## src/fwe_consts.svh

```systemverilog
// Constants for the flash write and erase control block
`ifndef FWE_CONSTS_SVH
`define FWE_CONSTS_SVH

`define FWE_ADDR_STORE_CTRL 8'h8f
`define FWE_ADDR_LIMIT 8'hb7
`define FWE_ADDR_FLASH_CTRL 8'hb7
`define FWE_PAGE_LIMIT 4'hf
`define FWE_PAGE_CTRL 4'h0

`define FWE_RST_STORE_CTRL 8'h00
`define FWE_RST_LIMIT 8'h00
`define FWE_RST_FLASH_CTRL 8'h80

`define FWE_BIT_ONE_SHOT 7
`define FWE_BIT_READ_ALWAYS 6
`define FWE_BIT_WE_GATE 0
`define FWE_BIT_SCRATCH 2
`define FWE_BIT_PAGE_ERASE 1
`define FWE_BIT_STORE_WR 0

`define FWE_LIMIT_LOW 8'h00
`define FWE_PAGE_MSB 15
`define FWE_PAGE_LSB 9
`define FWE_LOCK_PAGE 7'h7e
`define FWE_ZERO_BYTE 8'h00
`define FWE_ST_BUSY_BIT 1

`endif

```

## src/fwe_pkg.sv

```systemverilog
// Types shared by the flash write and erase control block
package fwe_pkg;

  typedef struct packed {
    logic wr;
    logic rd;
    logic [3:0] page;
    logic [7:0] addr;
    logic [7:0] wdata;
  } fwe_sfr_req_t;

  typedef struct packed {
    logic wr;
    logic rd;
    logic [15:0] addr;
    logic [7:0] wdata;
    logic [15:0] pc;
  } fwe_mx_req_t;

  typedef struct packed {
    logic prog;
    logic erase;
    logic read;
    logic scratch;
    logic [15:0] addr;
    logic [7:0] data;
  } fwe_fl_cmd_t;

  typedef struct packed {
    logic wr;
    logic [15:0] addr;
    logic [7:0] data;
  } fwe_xram_t;

  typedef enum logic [1:0] {
    FWE_IDLE = 2'b01,
    FWE_BUSY = 2'b10
  } fwe_state_e_t;

  typedef struct packed {
    fwe_state_e_t st;
    logic [7:0] limit_hi;
    logic limit_taken;
    logic one_shot;
    logic read_always;
    logic we_gate;
    logic scratch;
    logic page_erase;
    logic store_wr;
    logic [7:0] sfr_rdata;
    logic rd_pend;
    logic rd_valid;
    logic [7:0] rd_data;
    logic sense_off;
    logic refused;
    fwe_fl_cmd_t cmd;
    fwe_xram_t xram;
  } fwe_state_t;

endpackage : fwe_pkg

```

## src/fwe_guard.sv

```systemverilog
// Access permission check for flash reads, writes and erases
`timescale 1ns/1ps
`default_nettype none
`include "fwe_consts.svh"

module fwe_guard (
  input wire logic [7:0] limit_hi,
  input wire logic [15:0] pc,
  input wire logic [15:0] addr,
  input wire logic scratch,
  input wire logic erase,
  output logic [15:0] limit_addr,
  output logic permit
);

  logic upper_code;
  logic lower_target;
  logic lock_page;

  assign limit_addr = {limit_hi, `FWE_LIMIT_LOW};
  assign upper_code = (pc >= limit_addr);
  // Scratchpad is outside program memory, so the limit does not apply
  assign lower_target = !scratch && (addr < limit_addr);
  assign lock_page = !scratch &&
    (addr[`FWE_PAGE_MSB:`FWE_PAGE_LSB] == `FWE_LOCK_PAGE);

  always_comb begin
    permit = 1'b1;
    if (upper_code && lower_target) begin
      permit = 1'b0;
    end
    if (erase && lock_page) begin
      permit = 1'b0;
    end
  end

endmodule : fwe_guard
`default_nettype wire

```

## src/fwe_top.sv

```systemverilog
// Flash write and erase control with its special-function registers
`timescale 1ns/1ps
`default_nettype none
`include "fwe_consts.svh"

module fwe_top (
  input wire logic core_clk,
  input wire logic srst,
  input wire fwe_pkg::fwe_sfr_req_t sfr_req,
  output logic [7:0] sfr_rdata,
  input wire fwe_pkg::fwe_mx_req_t mx_req,
  output logic busy,
  output logic rd_valid,
  output logic [7:0] rd_data,
  output logic refused,
  output fwe_pkg::fwe_fl_cmd_t fl_cmd,
  input wire logic fl_done,
  input wire logic fl_rvalid,
  input wire logic [7:0] fl_rdata,
  output logic one_shot_enable,
  output logic read_always_enable,
  output logic sense_off,
  output fwe_pkg::fwe_xram_t xram_wr
);

  fwe_pkg::fwe_state_t s;
  fwe_pkg::fwe_state_t next_s;
  logic [15:0] limit_addr;
  logic permit;
  logic is_erase;

  assign is_erase = s.page_erase && s.store_wr;

  fwe_guard u_guard (
    .limit_hi(s.limit_hi),
    .pc(mx_req.pc),
    .addr(mx_req.addr),
    .scratch(s.scratch),
    .erase(is_erase && mx_req.wr),
    .limit_addr(limit_addr),
    .permit(permit)
  );

  // Register decode helpers
  logic sel_store;
  logic sel_limit;
  logic sel_flash;

  always_comb begin
    sel_store = 1'b0;
    sel_limit = 1'b0;
    sel_flash = 1'b0;
    if (sfr_req.addr == `FWE_ADDR_STORE_CTRL &&
        sfr_req.page == `FWE_PAGE_CTRL) begin
      sel_store = 1'b1;
    end else if (sfr_req.addr == `FWE_ADDR_LIMIT &&
                 sfr_req.page == `FWE_PAGE_LIMIT) begin
      sel_limit = 1'b1;
    end else if (sfr_req.addr == `FWE_ADDR_FLASH_CTRL &&
                 sfr_req.page == `FWE_PAGE_CTRL) begin
      sel_flash = 1'b1;
    end
  end

  always_comb begin
    next_s = s;
    // One-cycle pulses fall back each cycle; the array read strobe falls back to read_always
    next_s.rd_valid = 1'b0;
    next_s.sense_off = 1'b0;
    next_s.refused = 1'b0;
    next_s.cmd.prog = 1'b0;
    next_s.cmd.erase = 1'b0;
    next_s.cmd.read = s.read_always;
    next_s.xram.wr = 1'b0;

    // Register reads; unmapped addresses read zero
    if (sfr_req.rd) begin
      next_s.sfr_rdata = `FWE_ZERO_BYTE;
      if (sel_store) begin
        next_s.sfr_rdata[`FWE_BIT_SCRATCH] = s.scratch;
        next_s.sfr_rdata[`FWE_BIT_PAGE_ERASE] = s.page_erase;
        next_s.sfr_rdata[`FWE_BIT_STORE_WR] = s.store_wr;
      end else if (sel_limit) begin
        next_s.sfr_rdata = s.limit_hi;
      end else if (sel_flash) begin
        next_s.sfr_rdata[`FWE_BIT_ONE_SHOT] = s.one_shot;
        next_s.sfr_rdata[`FWE_BIT_READ_ALWAYS] = s.read_always;
        next_s.sfr_rdata[`FWE_BIT_WE_GATE] = s.we_gate;
      end
    end

    // Register writes
    if (sfr_req.wr) begin
      if (sel_store) begin
        // Upper bits are simply not stored
        next_s.scratch = sfr_req.wdata[`FWE_BIT_SCRATCH];
        next_s.page_erase = sfr_req.wdata[`FWE_BIT_PAGE_ERASE];
        next_s.store_wr = sfr_req.wdata[`FWE_BIT_STORE_WR];
      end else if (sel_limit) begin
        if (!s.limit_taken) begin
          next_s.limit_hi = sfr_req.wdata;
          next_s.limit_taken = 1'b1;
        end
      end else if (sel_flash) begin
        next_s.one_shot = sfr_req.wdata[`FWE_BIT_ONE_SHOT];
        next_s.read_always = sfr_req.wdata[`FWE_BIT_READ_ALWAYS];
        next_s.we_gate = sfr_req.wdata[`FWE_BIT_WE_GATE];
      end
    end

    // Read data returning from the array
    if (s.rd_pend && fl_rvalid) begin
      next_s.rd_pend = 1'b0;
      next_s.rd_valid = 1'b1;
      next_s.rd_data = fl_rdata;
      next_s.sense_off = s.one_shot;
    end

    case (s.st)
      fwe_pkg::FWE_IDLE: begin
        if (mx_req.wr) begin
          if (!s.store_wr) begin
            next_s.xram.wr = 1'b1;
            next_s.xram.addr = mx_req.addr;
            next_s.xram.data = mx_req.wdata;
          end else if (s.we_gate && permit) begin
            // Erase ignores the data byte
            next_s.cmd.erase = s.page_erase;
            next_s.cmd.prog = !s.page_erase;
            next_s.cmd.scratch = s.scratch;
            next_s.cmd.addr = mx_req.addr;
            next_s.cmd.data = mx_req.wdata;
            next_s.st = fwe_pkg::FWE_BUSY;
          end else begin
            // Nothing reaches the array or other registers
            next_s.refused = 1'b1;
          end
        end else if (mx_req.rd && !s.rd_pend) begin
          if (permit) begin
            next_s.cmd.read = 1'b1;
            next_s.cmd.scratch = s.scratch;
            next_s.cmd.addr = mx_req.addr;
            next_s.rd_pend = 1'b1;
          end else begin
            next_s.rd_valid = 1'b1;
            next_s.rd_data = `FWE_ZERO_BYTE;
          end
        end
      end
      fwe_pkg::FWE_BUSY: begin
        // Requests while busy are dropped; the core stalls on busy
        if (fl_done) begin
          next_s.st = fwe_pkg::FWE_IDLE;
        end
      end
      default: begin
        next_s.st = fwe_pkg::FWE_IDLE;
      end
    endcase
  end

  always_ff @(posedge core_clk) begin
    if (srst) begin
      s <= '0;
      s.st <= fwe_pkg::FWE_IDLE;
      s.limit_hi <= `FWE_RST_LIMIT;
      s.one_shot <= 1'b1;
    end else begin
      s <= next_s;
    end
  end

  assign sfr_rdata = s.sfr_rdata;
  // One-hot state bit keeps busy straight from a flop
  assign busy = s.st[`FWE_ST_BUSY_BIT];
  assign rd_valid = s.rd_valid;
  assign rd_data = s.rd_data;
  assign refused = s.refused;
  assign fl_cmd = s.cmd;
  assign one_shot_enable = s.one_shot;
  assign read_always_enable = s.read_always;
  assign sense_off = s.sense_off;
  assign xram_wr = s.xram;

endmodule : fwe_top
`default_nettype wire

```

## config.mk

```make
export PLATFORM = sky130hd
export DESIGN_NAME = fwe_top
export DESIGN_NICKNAME = d
export VERILOG_FILES = /design/src/fwe_pkg.sv /design/src/fwe_guard.sv /design/src/fwe_top.sv
export VERILOG_INCLUDE_DIRS = /design/src
export SDC_FILE = /design/constraint.sdc
export NUM_CORES = 1
export LEC_CHECK = 0
export BUFFER_PORTS_ARGS = -buffer_cell sky130_fd_sc_hd__buf_2
export CAP_MARGIN = 20
export CORE_MARGIN = 2
export CORE_UTILIZATION = 46
export DETAILED_ROUTE_END_ITERATION = 10
export GPL_TIMING_DRIVEN = 0
export PLACE_DENSITY = 0.78
export SETUP_SLACK_MARGIN = 0.5
export SYNTH_ARGS = -nofsm -noshare
export SYNTH_HDL_FRONTEND = slang
export SYNTH_SLANG_ARGS = --single-unit
```

## constraint.sdc

```tcl
create_clock -name core_clk -period 5.6 [get_ports core_clk]
set_input_delay 0 -clock core_clk [delete_from_list [all_inputs] [get_ports core_clk]]
set_output_delay 0 -clock core_clk [all_outputs]
set_load 0.005 [all_outputs]
```

==> load_flow_metrics.sql, run 1 <==
INSERT INTO impl_metrics (metric_group, metric, value, unit) VALUES
('sta', 'whs', '0.0408', 'ns'),
('route', 'detailroute.wirelength.met2', '6060', 'um'),
('cts', 'count_of_cells_resized_by_post_cts_repair', '0', ''),
('logic_synthesis', 'synth.net_count', '593', ''),
('route', 'drt_iter0_markers', '96', ''),
('placed_design', 'placed_cells_incl_taps', '783', ''),
('route', 'number_of_remaining_drc_errors', '0', ''),
('sta', 'fin_setup_tns', '0', 'ns'),
('worst_hold_path', 'hold_start', 'srst', ''),
('sta', 'finalMaxSlewViolations', '0', ''),
('cts', 'cts_hold_buffers_added', '43', ''),
('logic_synthesis', 'synth_cells', '502', ''),
('global_route', 'grt_pass1_vias', '4063', ''),
('logic_synthesis', 'synth.top_cell.area_share', '40.0', '%'),
('logic_synthesis', 'synthFlopType', 'sky130_fd_sc_hd__dfxtp_1', ''),
('route', 'drt-pass1-iter-count', '4', ''),
('status', 'status', 'completed', ''),
('placed_design', 'gp_congestion', '0.861', ''),
('sta', 'setup_viol', '0', ''),
('global_route', 'grtUsageTotal', '22.5', '%'),
('cts', 'tritoncts_clock_tree', 'built', ''),
('route', 'routed-wl-met3', '612', 'um'),
('die', 'core_area', '0.00964', 'sq mm'),
('die', 'effective_utilization_at_floorplan', '46.7', '%'),
('cts', 'numClockSinks', '90', ''),
('setup_path', 'ff2ff_setup_slack', '3.06', 'ns'),
('worst_hold_path', 'hold_path.class', 'primary input to flip-flop', ''),
('cts', 'clkTransAtPathRegs', '0.09', 'ns'),
('placed_design', 'hpwlAfterDp', '8870', 'um'),
('setup_path', 'critical_path.reg2reg.endpoint', 'rd_data[4]$_SDFF_PP0_', ''),
('cts', 'cts_inserted_buffers', '9', ''),
('die', 'full_die_area', '0.0106', 'sq mm'),
('sta', 'fin_crit', '2.54', 'ns'),
('die', 'die-width', '103', 'um'),
('die', 'die_y', '103', 'um'),
('route', 'num_vias', '4130', ''),
('logic_synthesis', 'synth_top_cells_by_area', 'sky130_fd_sc_hd__dfxtp_1 (40%), sky130_fd_sc_hd__buf_4 (12%), sky130_fd_sc_hd__mux2i_1 (9.1%)', ''),
('global_route', 'gr-total-overflow', '0', ''),
('final_layout', 'final_layout_size_suffix_gt1_share', '35.5', '%'),
('cts', 'ctsRootBufferMaster', 'sky130_fd_sc_hd__clkbuf_8', ''),
('global_route', 'wire_length_of_the_first_global_routing_pass', '18600', 'um'),
('logic_synthesis', 'synth.largest_area_cell', 'sky130_fd_sc_hd__dfxtp_1', ''),
('final_layout', 'ant_diodes', '0', ''),
('sta', 'final_hold_violation_count', '0', ''),
('sta', 'worst_clock_skew', '0.00866', 'ns'),
('logic_synthesis', 'combined_area_of_all_synthesized_cells', '0.00450', 'sq mm'),
('final_layout', 'layout.nets', '795', ''),
('sta', 'finalCritPeriodShare', '45.3', '%'),
('route', 'route.detailed.wl_per_inst', '14.3', 'um'),
('power_and_ir_drop', 'leakage_power', '2.86', 'nW'),
('final_layout', 'layout_commonest_cell', 'sky130_fd_sc_hd__buf_2', ''),
('setup_path', 'worstPathMaxFanout', '8', ''),
('setup_path', 'required', '5.81', 'ns'),
('setup_path', 'ff2ff_path_depth', '8', ''),
('logic_synthesis', 'ys_warn_count', '0', ''),
('route', 'drt.antenna.violating_nets', '0', ''),
('global_route', 'antenna_found_initial', '0', ''),
('logic_synthesis', 'synth_seq_cells', '90', ''),
('logic_synthesis', 'async_reset_ff_share', '0', '%'),
('setup_path', 'crit-reg2reg-launch', 's[82]$_SDFFE_PP0P_', ''),
('flow_run', 'maxCapViolCount', '0', ''),
('sta', 'grt_setup_unrepaired', 'no', ''),
('die', 'floorplan.rows', '36', ''),
('final_layout', 'areaGrowthSynthToFinish', '34.2', '%'),
('final_layout', 'most-common-layout-cells', 'sky130_fd_sc_hd__buf_2 (149), sky130_fd_sc_hd__dfxtp_1 (90), sky130_fd_sc_hd__buf_4 (70)', ''),
('setup_path', 'timing.critical_path.from_type', 'flip-flop', ''),
('sta', 'tightestPinTransition', '0.699', 'ns'),
('sta', 'f_max', '394', 'MHz'),
('route', 'highest_layer', 'met4', ''),
('route', 'route.layer.met1.wl', '5090', 'um'),
('cts', 'clock_tree.buffer_depth', '2', '');
-- registers in the layout, summed over array words and instances (netlist names) --
signal and cells:
rd_data 8, sfr_rdata 8, xram_wr 25, one_shot_enable 1, s 15, busy 1
rd_valid 1, read_always_enable 1, sense_off 1, fl_cmd 28, refused 1
-- worst max path at each step --
stage | startpoint | endpoint | slack (ns) | cells after the start
floorplan | s[85]$_SDFFE_PP0P_ | fl_cmd[15]$_SDFFE_PP0P_ | 3.51 | 10
global placement | s[82]$_SDFFE_PP0P_ | rd_data[2]$_SDFF_PP0_ | 3.23 | 8
detailed placement | s[82]$_SDFFE_PP0P_ | rd_data[5]$_SDFF_PP0_ | 3.09 | 8
CTS | s[82]$_SDFFE_PP0P_ | rd_data[5]$_SDFF_PP0_ | 3.06 | 8
global route | s[82]$_SDFFE_PP0P_ | rd_data[3]$_SDFF_PP0_ | 2.95 | 8
finish | s[82]$_SDFFE_PP0P_ | rd_data[4]$_SDFF_PP0_ | 3.06 | 8
-- layout make-up --
cell class              instances  area [sq um]  area share (%)
multi-input cells             309          2030            33.5
plain buffers                  91           629            10.4
repair buffers                191          1170            19.4
clock inverters                 6          65.1            1.08
well taps                     133           166            2.75
inverters                      12          45.0           0.745
flip-flops and latches         90          1800            29.8
clock buffers                  10           138            2.28
-- per-stage QoR --
step	utilization, %	area, sq um	power [mW]	setup WS [ns]
final	62.7	6040	1.32	3.06
after CTS	62.7	6040	1.33	3.06
after global placement	56.1	5410	0.855	3.23
after floorplan	-	4500	0.786	3.51
after global routing	62.7	6040	1.38	2.95
after detailed placement	56.1	5410	0.862	3.09
-- synth_stat cells, types with 2 or more instances --
cell type / n
sky130_fd_sc_hd__ha_1: 15
sky130_fd_sc_hd__a211oi_1: 2
sky130_fd_sc_hd__nor4b_1: 2
sky130_fd_sc_hd__and2b_2: 2
sky130_fd_sc_hd__a21oi_1: 39
sky130_fd_sc_hd__mux2i_1: 41
sky130_fd_sc_hd__nor3_1: 12
sky130_fd_sc_hd__nand4_1: 4
sky130_fd_sc_hd__nand3_1: 12
sky130_fd_sc_hd__inv_1: 12
sky130_fd_sc_hd__clkbuf_1: 16
sky130_fd_sc_hd__nor3b_1: 2
sky130_fd_sc_hd__nor4_1: 2
sky130_fd_sc_hd__nand3b_1: 2
sky130_fd_sc_hd__buf_4: 70
sky130_fd_sc_hd__a211oi_2: 3
sky130_fd_sc_hd__nand2b_1: 52
sky130_fd_sc_hd__nor4_4: 2
sky130_fd_sc_hd__nand4b_1: 3
sky130_fd_sc_hd__o21ai_0: 4
sky130_fd_sc_hd__o211ai_1: 2
sky130_fd_sc_hd__nand2_1: 65
sky130_fd_sc_hd__buf_1: 2
sky130_fd_sc_hd__nor2_1: 21
sky130_fd_sc_hd__dfxtp_1: 90
sky130_fd_sc_hd__a221oi_1: 5
-- cell families (layout without fill, tap and decap cells) --
family	Yosys count	count (layout)	synth area share, %
AO/OA/AOI/OAI	63	63	8.84
flip-flops	90	90	40.0
multiplexers	41	41	9.11
adder cells (fa/ha/maj)	15	15	4.17
AND/OR/NAND/NOR	190	190	22.9
buffers and inverters	103	310	15.0
-- critical path, cell delays in order (launching register included) --
cell                       delay (ns)
sky130_fd_sc_hd__dfxtp_1         0.38
sky130_fd_sc_hd__inv_1           0.10
sky130_fd_sc_hd__ha_1            0.32
sky130_fd_sc_hd__a211oi_2        0.20
sky130_fd_sc_hd__o21ai_0         0.15
sky130_fd_sc_hd__a211oi_2        0.30
sky130_fd_sc_hd__o211ai_1        0.22
sky130_fd_sc_hd__a21oi_1         0.63
sky130_fd_sc_hd__nor3_1          0.11
-- where the power goes --
part | internal (mW) | leakage [nW] | switching [mW]
combinational | 0.111 | 2.03 | 0.0918
sequential | 0.660 | 0.733 | 0.0104
clock | 0.220 | 0.103 | 0.232
total | 0.990 | 2.86 | 0.334
-- layer usage --
layer	global-route usage [%]	vias up
met5	0	-
met2	41.0	151
met1	26.1	1917
li1	-	2036
met3	3.86	26
met4	8.70	0
No activity file was read; power rests on OpenSTA's default activity.
==> run 2: changes to the inputs <==
clock period = 2.5 ns   (was 5.6 ns; I/O delays follow)
==> run 2 against run 1 <==
Compared with the run above:
- the flow now finishes with violations (negative hold slack)
- combinational power up 150%
- total power up 120%
- sequential share of layout area down 1.3 points
- routed wire length up 1.2%
- count of clock-buffer cells in the layout up 1
- clock skew about the same
- first-iteration DRC count up 4.2%
- register-to-register slack worse by 2.7 ns
- clock power up 91%
- critical path type unchanged
- largest cell class unchanged
- largest power group unchanged
==> load_flow_metrics.sql, run 2 (same netlist as run 1, synthesis figures left out) <==
INSERT INTO impl_metrics (metric_group, metric, value, unit) VALUES
('status', 'status', 'finished, violations left', ''),
('status', 'violated_checks', 'negative hold slack', ''),
('final_layout', 'largest_register_ff_count', '28', ''),
('final_layout', 'areaGrowthSynthToFinish', '41.0', '%'),
('power_and_ir_drop', 'switching_power_total', '0.739', 'mW'),
('setup_path', 'data_arrival_time_at_the_worst_slack_endpoint', '2.45', 'ns'),
('power_and_ir_drop', 'pwr_density_cell', '452', 'mW/mm^2'),
('die', 'full_die_area', '0.0106', 'sq mm'),
('setup_path', 'cp_slowest_cell', 'sky130_fd_sc_hd__dfxtp_2', ''),
('setup_path', 'timing.critical_path.from_type', 'flip-flop', ''),
('route', 'route.final.wire_length', '12200', 'um'),
('global_route', 'grt_busiest_layer', 'met2', ''),
('final_layout', 'instances_no_fill', '853', ''),
('cts', 'ctsRootBufferMaster', 'sky130_fd_sc_hd__clkbuf_8', ''),
('die', 'die_y', '103', 'um'),
('sta', 'grt_setup_unrepaired', 'yes', ''),
('power_and_ir_drop', 'internal-power', '2.13', 'mW'),
('setup_path', 'worstPathMaxFanout', '7', ''),
('setup_path', 'critical_path.top_delay_family', 'compound AO/OA/AOI/OAI gates', ''),
('final_layout', 'layout_commonest_cell', 'sky130_fd_sc_hd__buf_2', ''),
('setup_path', 'crit-reg2reg-launch', 's[81]$_SDFFE_PP0P_', ''),
('die', 'floorplan.rows', '36', ''),
('global_route', 'gr-usage-met3', '3.25', '%'),
('global_route', 'grt_pass1_vias', '4160', ''),
('power_and_ir_drop', 'p_comb_share', '17.5', '%'),
('setup_path', 'timing_worst_setup_path_type', 'flip-flop to flip-flop', ''),
('sta', 'setup_viol', '0', ''),
('route', 'vias_per_cell', '4.87', ''),
('sta', 'tightestPinTransition', '0.672', 'ns'),
('power_and_ir_drop', 'clkPwrFrac', '30.2', '%'),
('worst_hold_path', 'hold_path.class', 'primary input to flip-flop', ''),
('route', 'drt.antenna.violating_nets', '0', ''),
('die', 'effective_utilization_at_floorplan', '46.7', '%'),
('cts', 'numClockSinks', '90', ''),
('power_and_ir_drop', 'power.ir.vdd_worst', '0.282', 'mV'),
('route', 'drt_iter0_markers', '100', ''),
('global_route', 'globalRouteMet2Util', '41.4', '%'),
('setup_path', 'worstPathBufferInverterCount', '3', ''),
('final_layout', 'layout.nets', '808', ''),
('flow_run', 'maxCapViolCount', '0', ''),
('sta', 'fin_setup_tns', '0', 'ns'),
('die', 'ioPinCount', '151', ''),
('setup_path', 'timing.critical_path.to_type', 'flip-flop', ''),
('sta', 'slew-limit-headroom', '55.2', '%'),
('cts', 'cts_inserted_buffers', '9', ''),
('setup_path', 'cp_cell_sequence', 'inv_2, ha_4, and2b_2, o211ai_1, nand3_2, o211a_4, a211oi_4, buf_6, buf_12, mux2i_2', ''),
('worst_hold_path', 'hold_start', 'fl_rdata[0]', ''),
('global_route', 'wire_length_of_the_first_global_routing_pass', '19100', 'um'),
('route', 'num_vias', '4155', ''),
('route', 'drt-pass1-iter-count', '4', ''),
('setup_path', 'startpoint', 's[81]$_SDFFE_PP0P_', ''),
('route', 'route.detailed.wl_per_inst', '14.3', 'um'),
('cts', 'clkTransAtPathRegs', '0.09', 'ns'),
('power_and_ir_drop', 'power_switching_share', '25.8', '%'),
('global_route', 'grt_max_degree', '14', ''),
('final_layout', 'final_layout_size_suffix_gt1_share', '41.9', '%'),
('cts', 'ctsHtreeMaxLevel', '3', ''),
('route', 'number_of_remaining_drc_errors', '0', ''),
('sta', 'worst_clock_skew', '0.00821', 'ns'),
('sta', 'finalMaxSlewViolations', '0', ''),
('power_and_ir_drop', 'power.sequential.fraction', '52.3', '%'),
('cts', 'clk_latency', '0.34', 'ns'),
('cts', 'tritoncts_clock_tree', 'built', ''),
('sta', 'whs', '-0.0110', 'ns'),
('global_route', 'gr-total-overflow', '0', ''),
('final_layout', 'filler_cell_count', '818', ''),
('sta', 'finalCritPeriodShare', '87.4', '%'),
('placed_design', 'gp_congestion', '0.820', ''),
('global_route', 'antenna_found_initial', '0', ''),
('placed_design', 'placed_cells_incl_taps', '783', ''),
('sta', 'fin_crit', '2.18', 'ns'),
('placed_design', 'io_buffers', '148', ''),
('power_and_ir_drop', 'totalPowerFinal', '2.87', 'mW'),
('setup_path', 'required', '2.76', 'ns'),
('sta', 'f_max', '458', 'MHz'),
('global_route', 'use_met1', '27.3', '%'),
('cts', 'clock_tree.buffer_depth', '2', ''),
('die', 'core_area', '0.00964', 'sq mm'),
('final_layout', 'most-common-layout-cells', 'sky130_fd_sc_hd__buf_2 (149), sky130_fd_sc_hd__dfxtp_1 (82), sky130_fd_sc_hd__buf_4 (79)', ''),
('power_and_ir_drop', 'leakage_power', '2.94', 'nW'),
('global_route', 'grtUsageTotal', '22.8', '%'),
('setup_path', 'critical_path.max_stage_delay', '0.33', 'ns'),
('sta', 'final_hold_violation_count', '1', ''),
('final_layout', 'ant_diodes', '0', ''),
('placed_design', 'hpwlAfterDp', '8600', 'um'),
('die', 'die-width', '103', 'um');
[run 2: changes by cell type in the layout (fill, tap and decap cells not counted), moves of 4 or more]
cell / previous run / this run
sky130_fd_sc_hd__nor3_1: 12 / 5
sky130_fd_sc_hd__a21oi_1: 39 / 34
sky130_fd_sc_hd__ha_1: 15 / 11
sky130_fd_sc_hd__buf_4: 70 / 79
sky130_fd_sc_hd__ha_4: 0 / 4
sky130_fd_sc_hd__a21oi_2: 0 / 4
sky130_fd_sc_hd__dfxtp_1: 90 / 82
sky130_fd_sc_hd__nor3_2: 1 / 8
sky130_fd_sc_hd__dfxtp_2: 0 / 8
[run 2: timing repair]
action                     4_1_cts  5_1_grt
resized for setup               22       23
setup endpoints to repair       35       41
hold buffers                    42        0
setup buffers                   11        2
hold endpoints to repair        71        0
pin swaps                       18        6
gates cloned                     1        0
[run 2: power groups by stage]
stage	logic [mW]	registers (mW)	clock network, mW
after floorplan	0.233	1.53	0
after global placement	0.389	1.53	0
after detailed placement	0.399	1.53	0
after CTS	0.483	1.50	0.875
after global routing	0.552	1.51	0.938
final	0.503	1.50	0.865
[run 2: final timing paths]
kind	slack [ns]	end	cells past startpoint
worst max-delay path	0.32	fl_cmd[10]$_SDFFE_PP0P_	10
worst min-delay path	-0.01	rd_data[0]$_SDFF_PP0_	3
worst max register to register	0.32	fl_cmd[10]$_SDFFE_PP0P_	10
worst min register to register	0.46	xram_wr[10]$_SDFFE_PP0P_	2
[run 2: per-stage QoR]
step / setup slack [ns] / instance area (sq um) / utilization, %
final: 0.315 / 6350 / 65.9
after CTS: 0.357 / 6230 / 64.6
after detailed placement: 0.0829 / 5440 / 56.4
after global placement: 0.0854 / 5440 / 56.4
after floorplan: 0.445 / 4530 / -
after global routing: 0.218 / 6350 / 65.9
[run 2: worst register-to-register path, cell delays in order (launching register included)]
cell and delay (ns):
sky130_fd_sc_hd__dfxtp_2 0.33, sky130_fd_sc_hd__inv_2 0.08, sky130_fd_sc_hd__ha_4 0.20, sky130_fd_sc_hd__and2b_2 0.18
sky130_fd_sc_hd__o211ai_1 0.22, sky130_fd_sc_hd__nand3_2 0.12, sky130_fd_sc_hd__o211a_4 0.27, sky130_fd_sc_hd__a211oi_4 0.18
sky130_fd_sc_hd__buf_6 0.18, sky130_fd_sc_hd__buf_12 0.14, sky130_fd_sc_hd__mux2i_2 0.20
[run 2: final cells by class]
| cell class | count | area (sq um) | area share [%] |
|---|---|---|---|
| multi-input cells | 309 | 2230 | 35.1 |
| flip-flops and latches | 90 | 1810 | 28.5 |
| repair buffers | 204 | 1310 | 20.6 |
| plain buffers | 91 | 629 | 9.91 |
| well taps | 133 | 166 | 2.62 |
| clock buffers | 11 | 141 | 2.23 |
| inverters | 12 | 45.0 | 0.709 |
| clock inverters | 3 | 17.5 | 0.276 |
[run 2: layer usage]
| layer | vias to the layer above | part of all wire [%] |
|---|---|---|
| li1 | 2050 | - |
| met1 | 1941 | 42 |
| met2 | 138 | 51 |
| met3 | 26 | 5.4 |
| met4 | 0 | 2.0 |
| met5 | - | 0 |
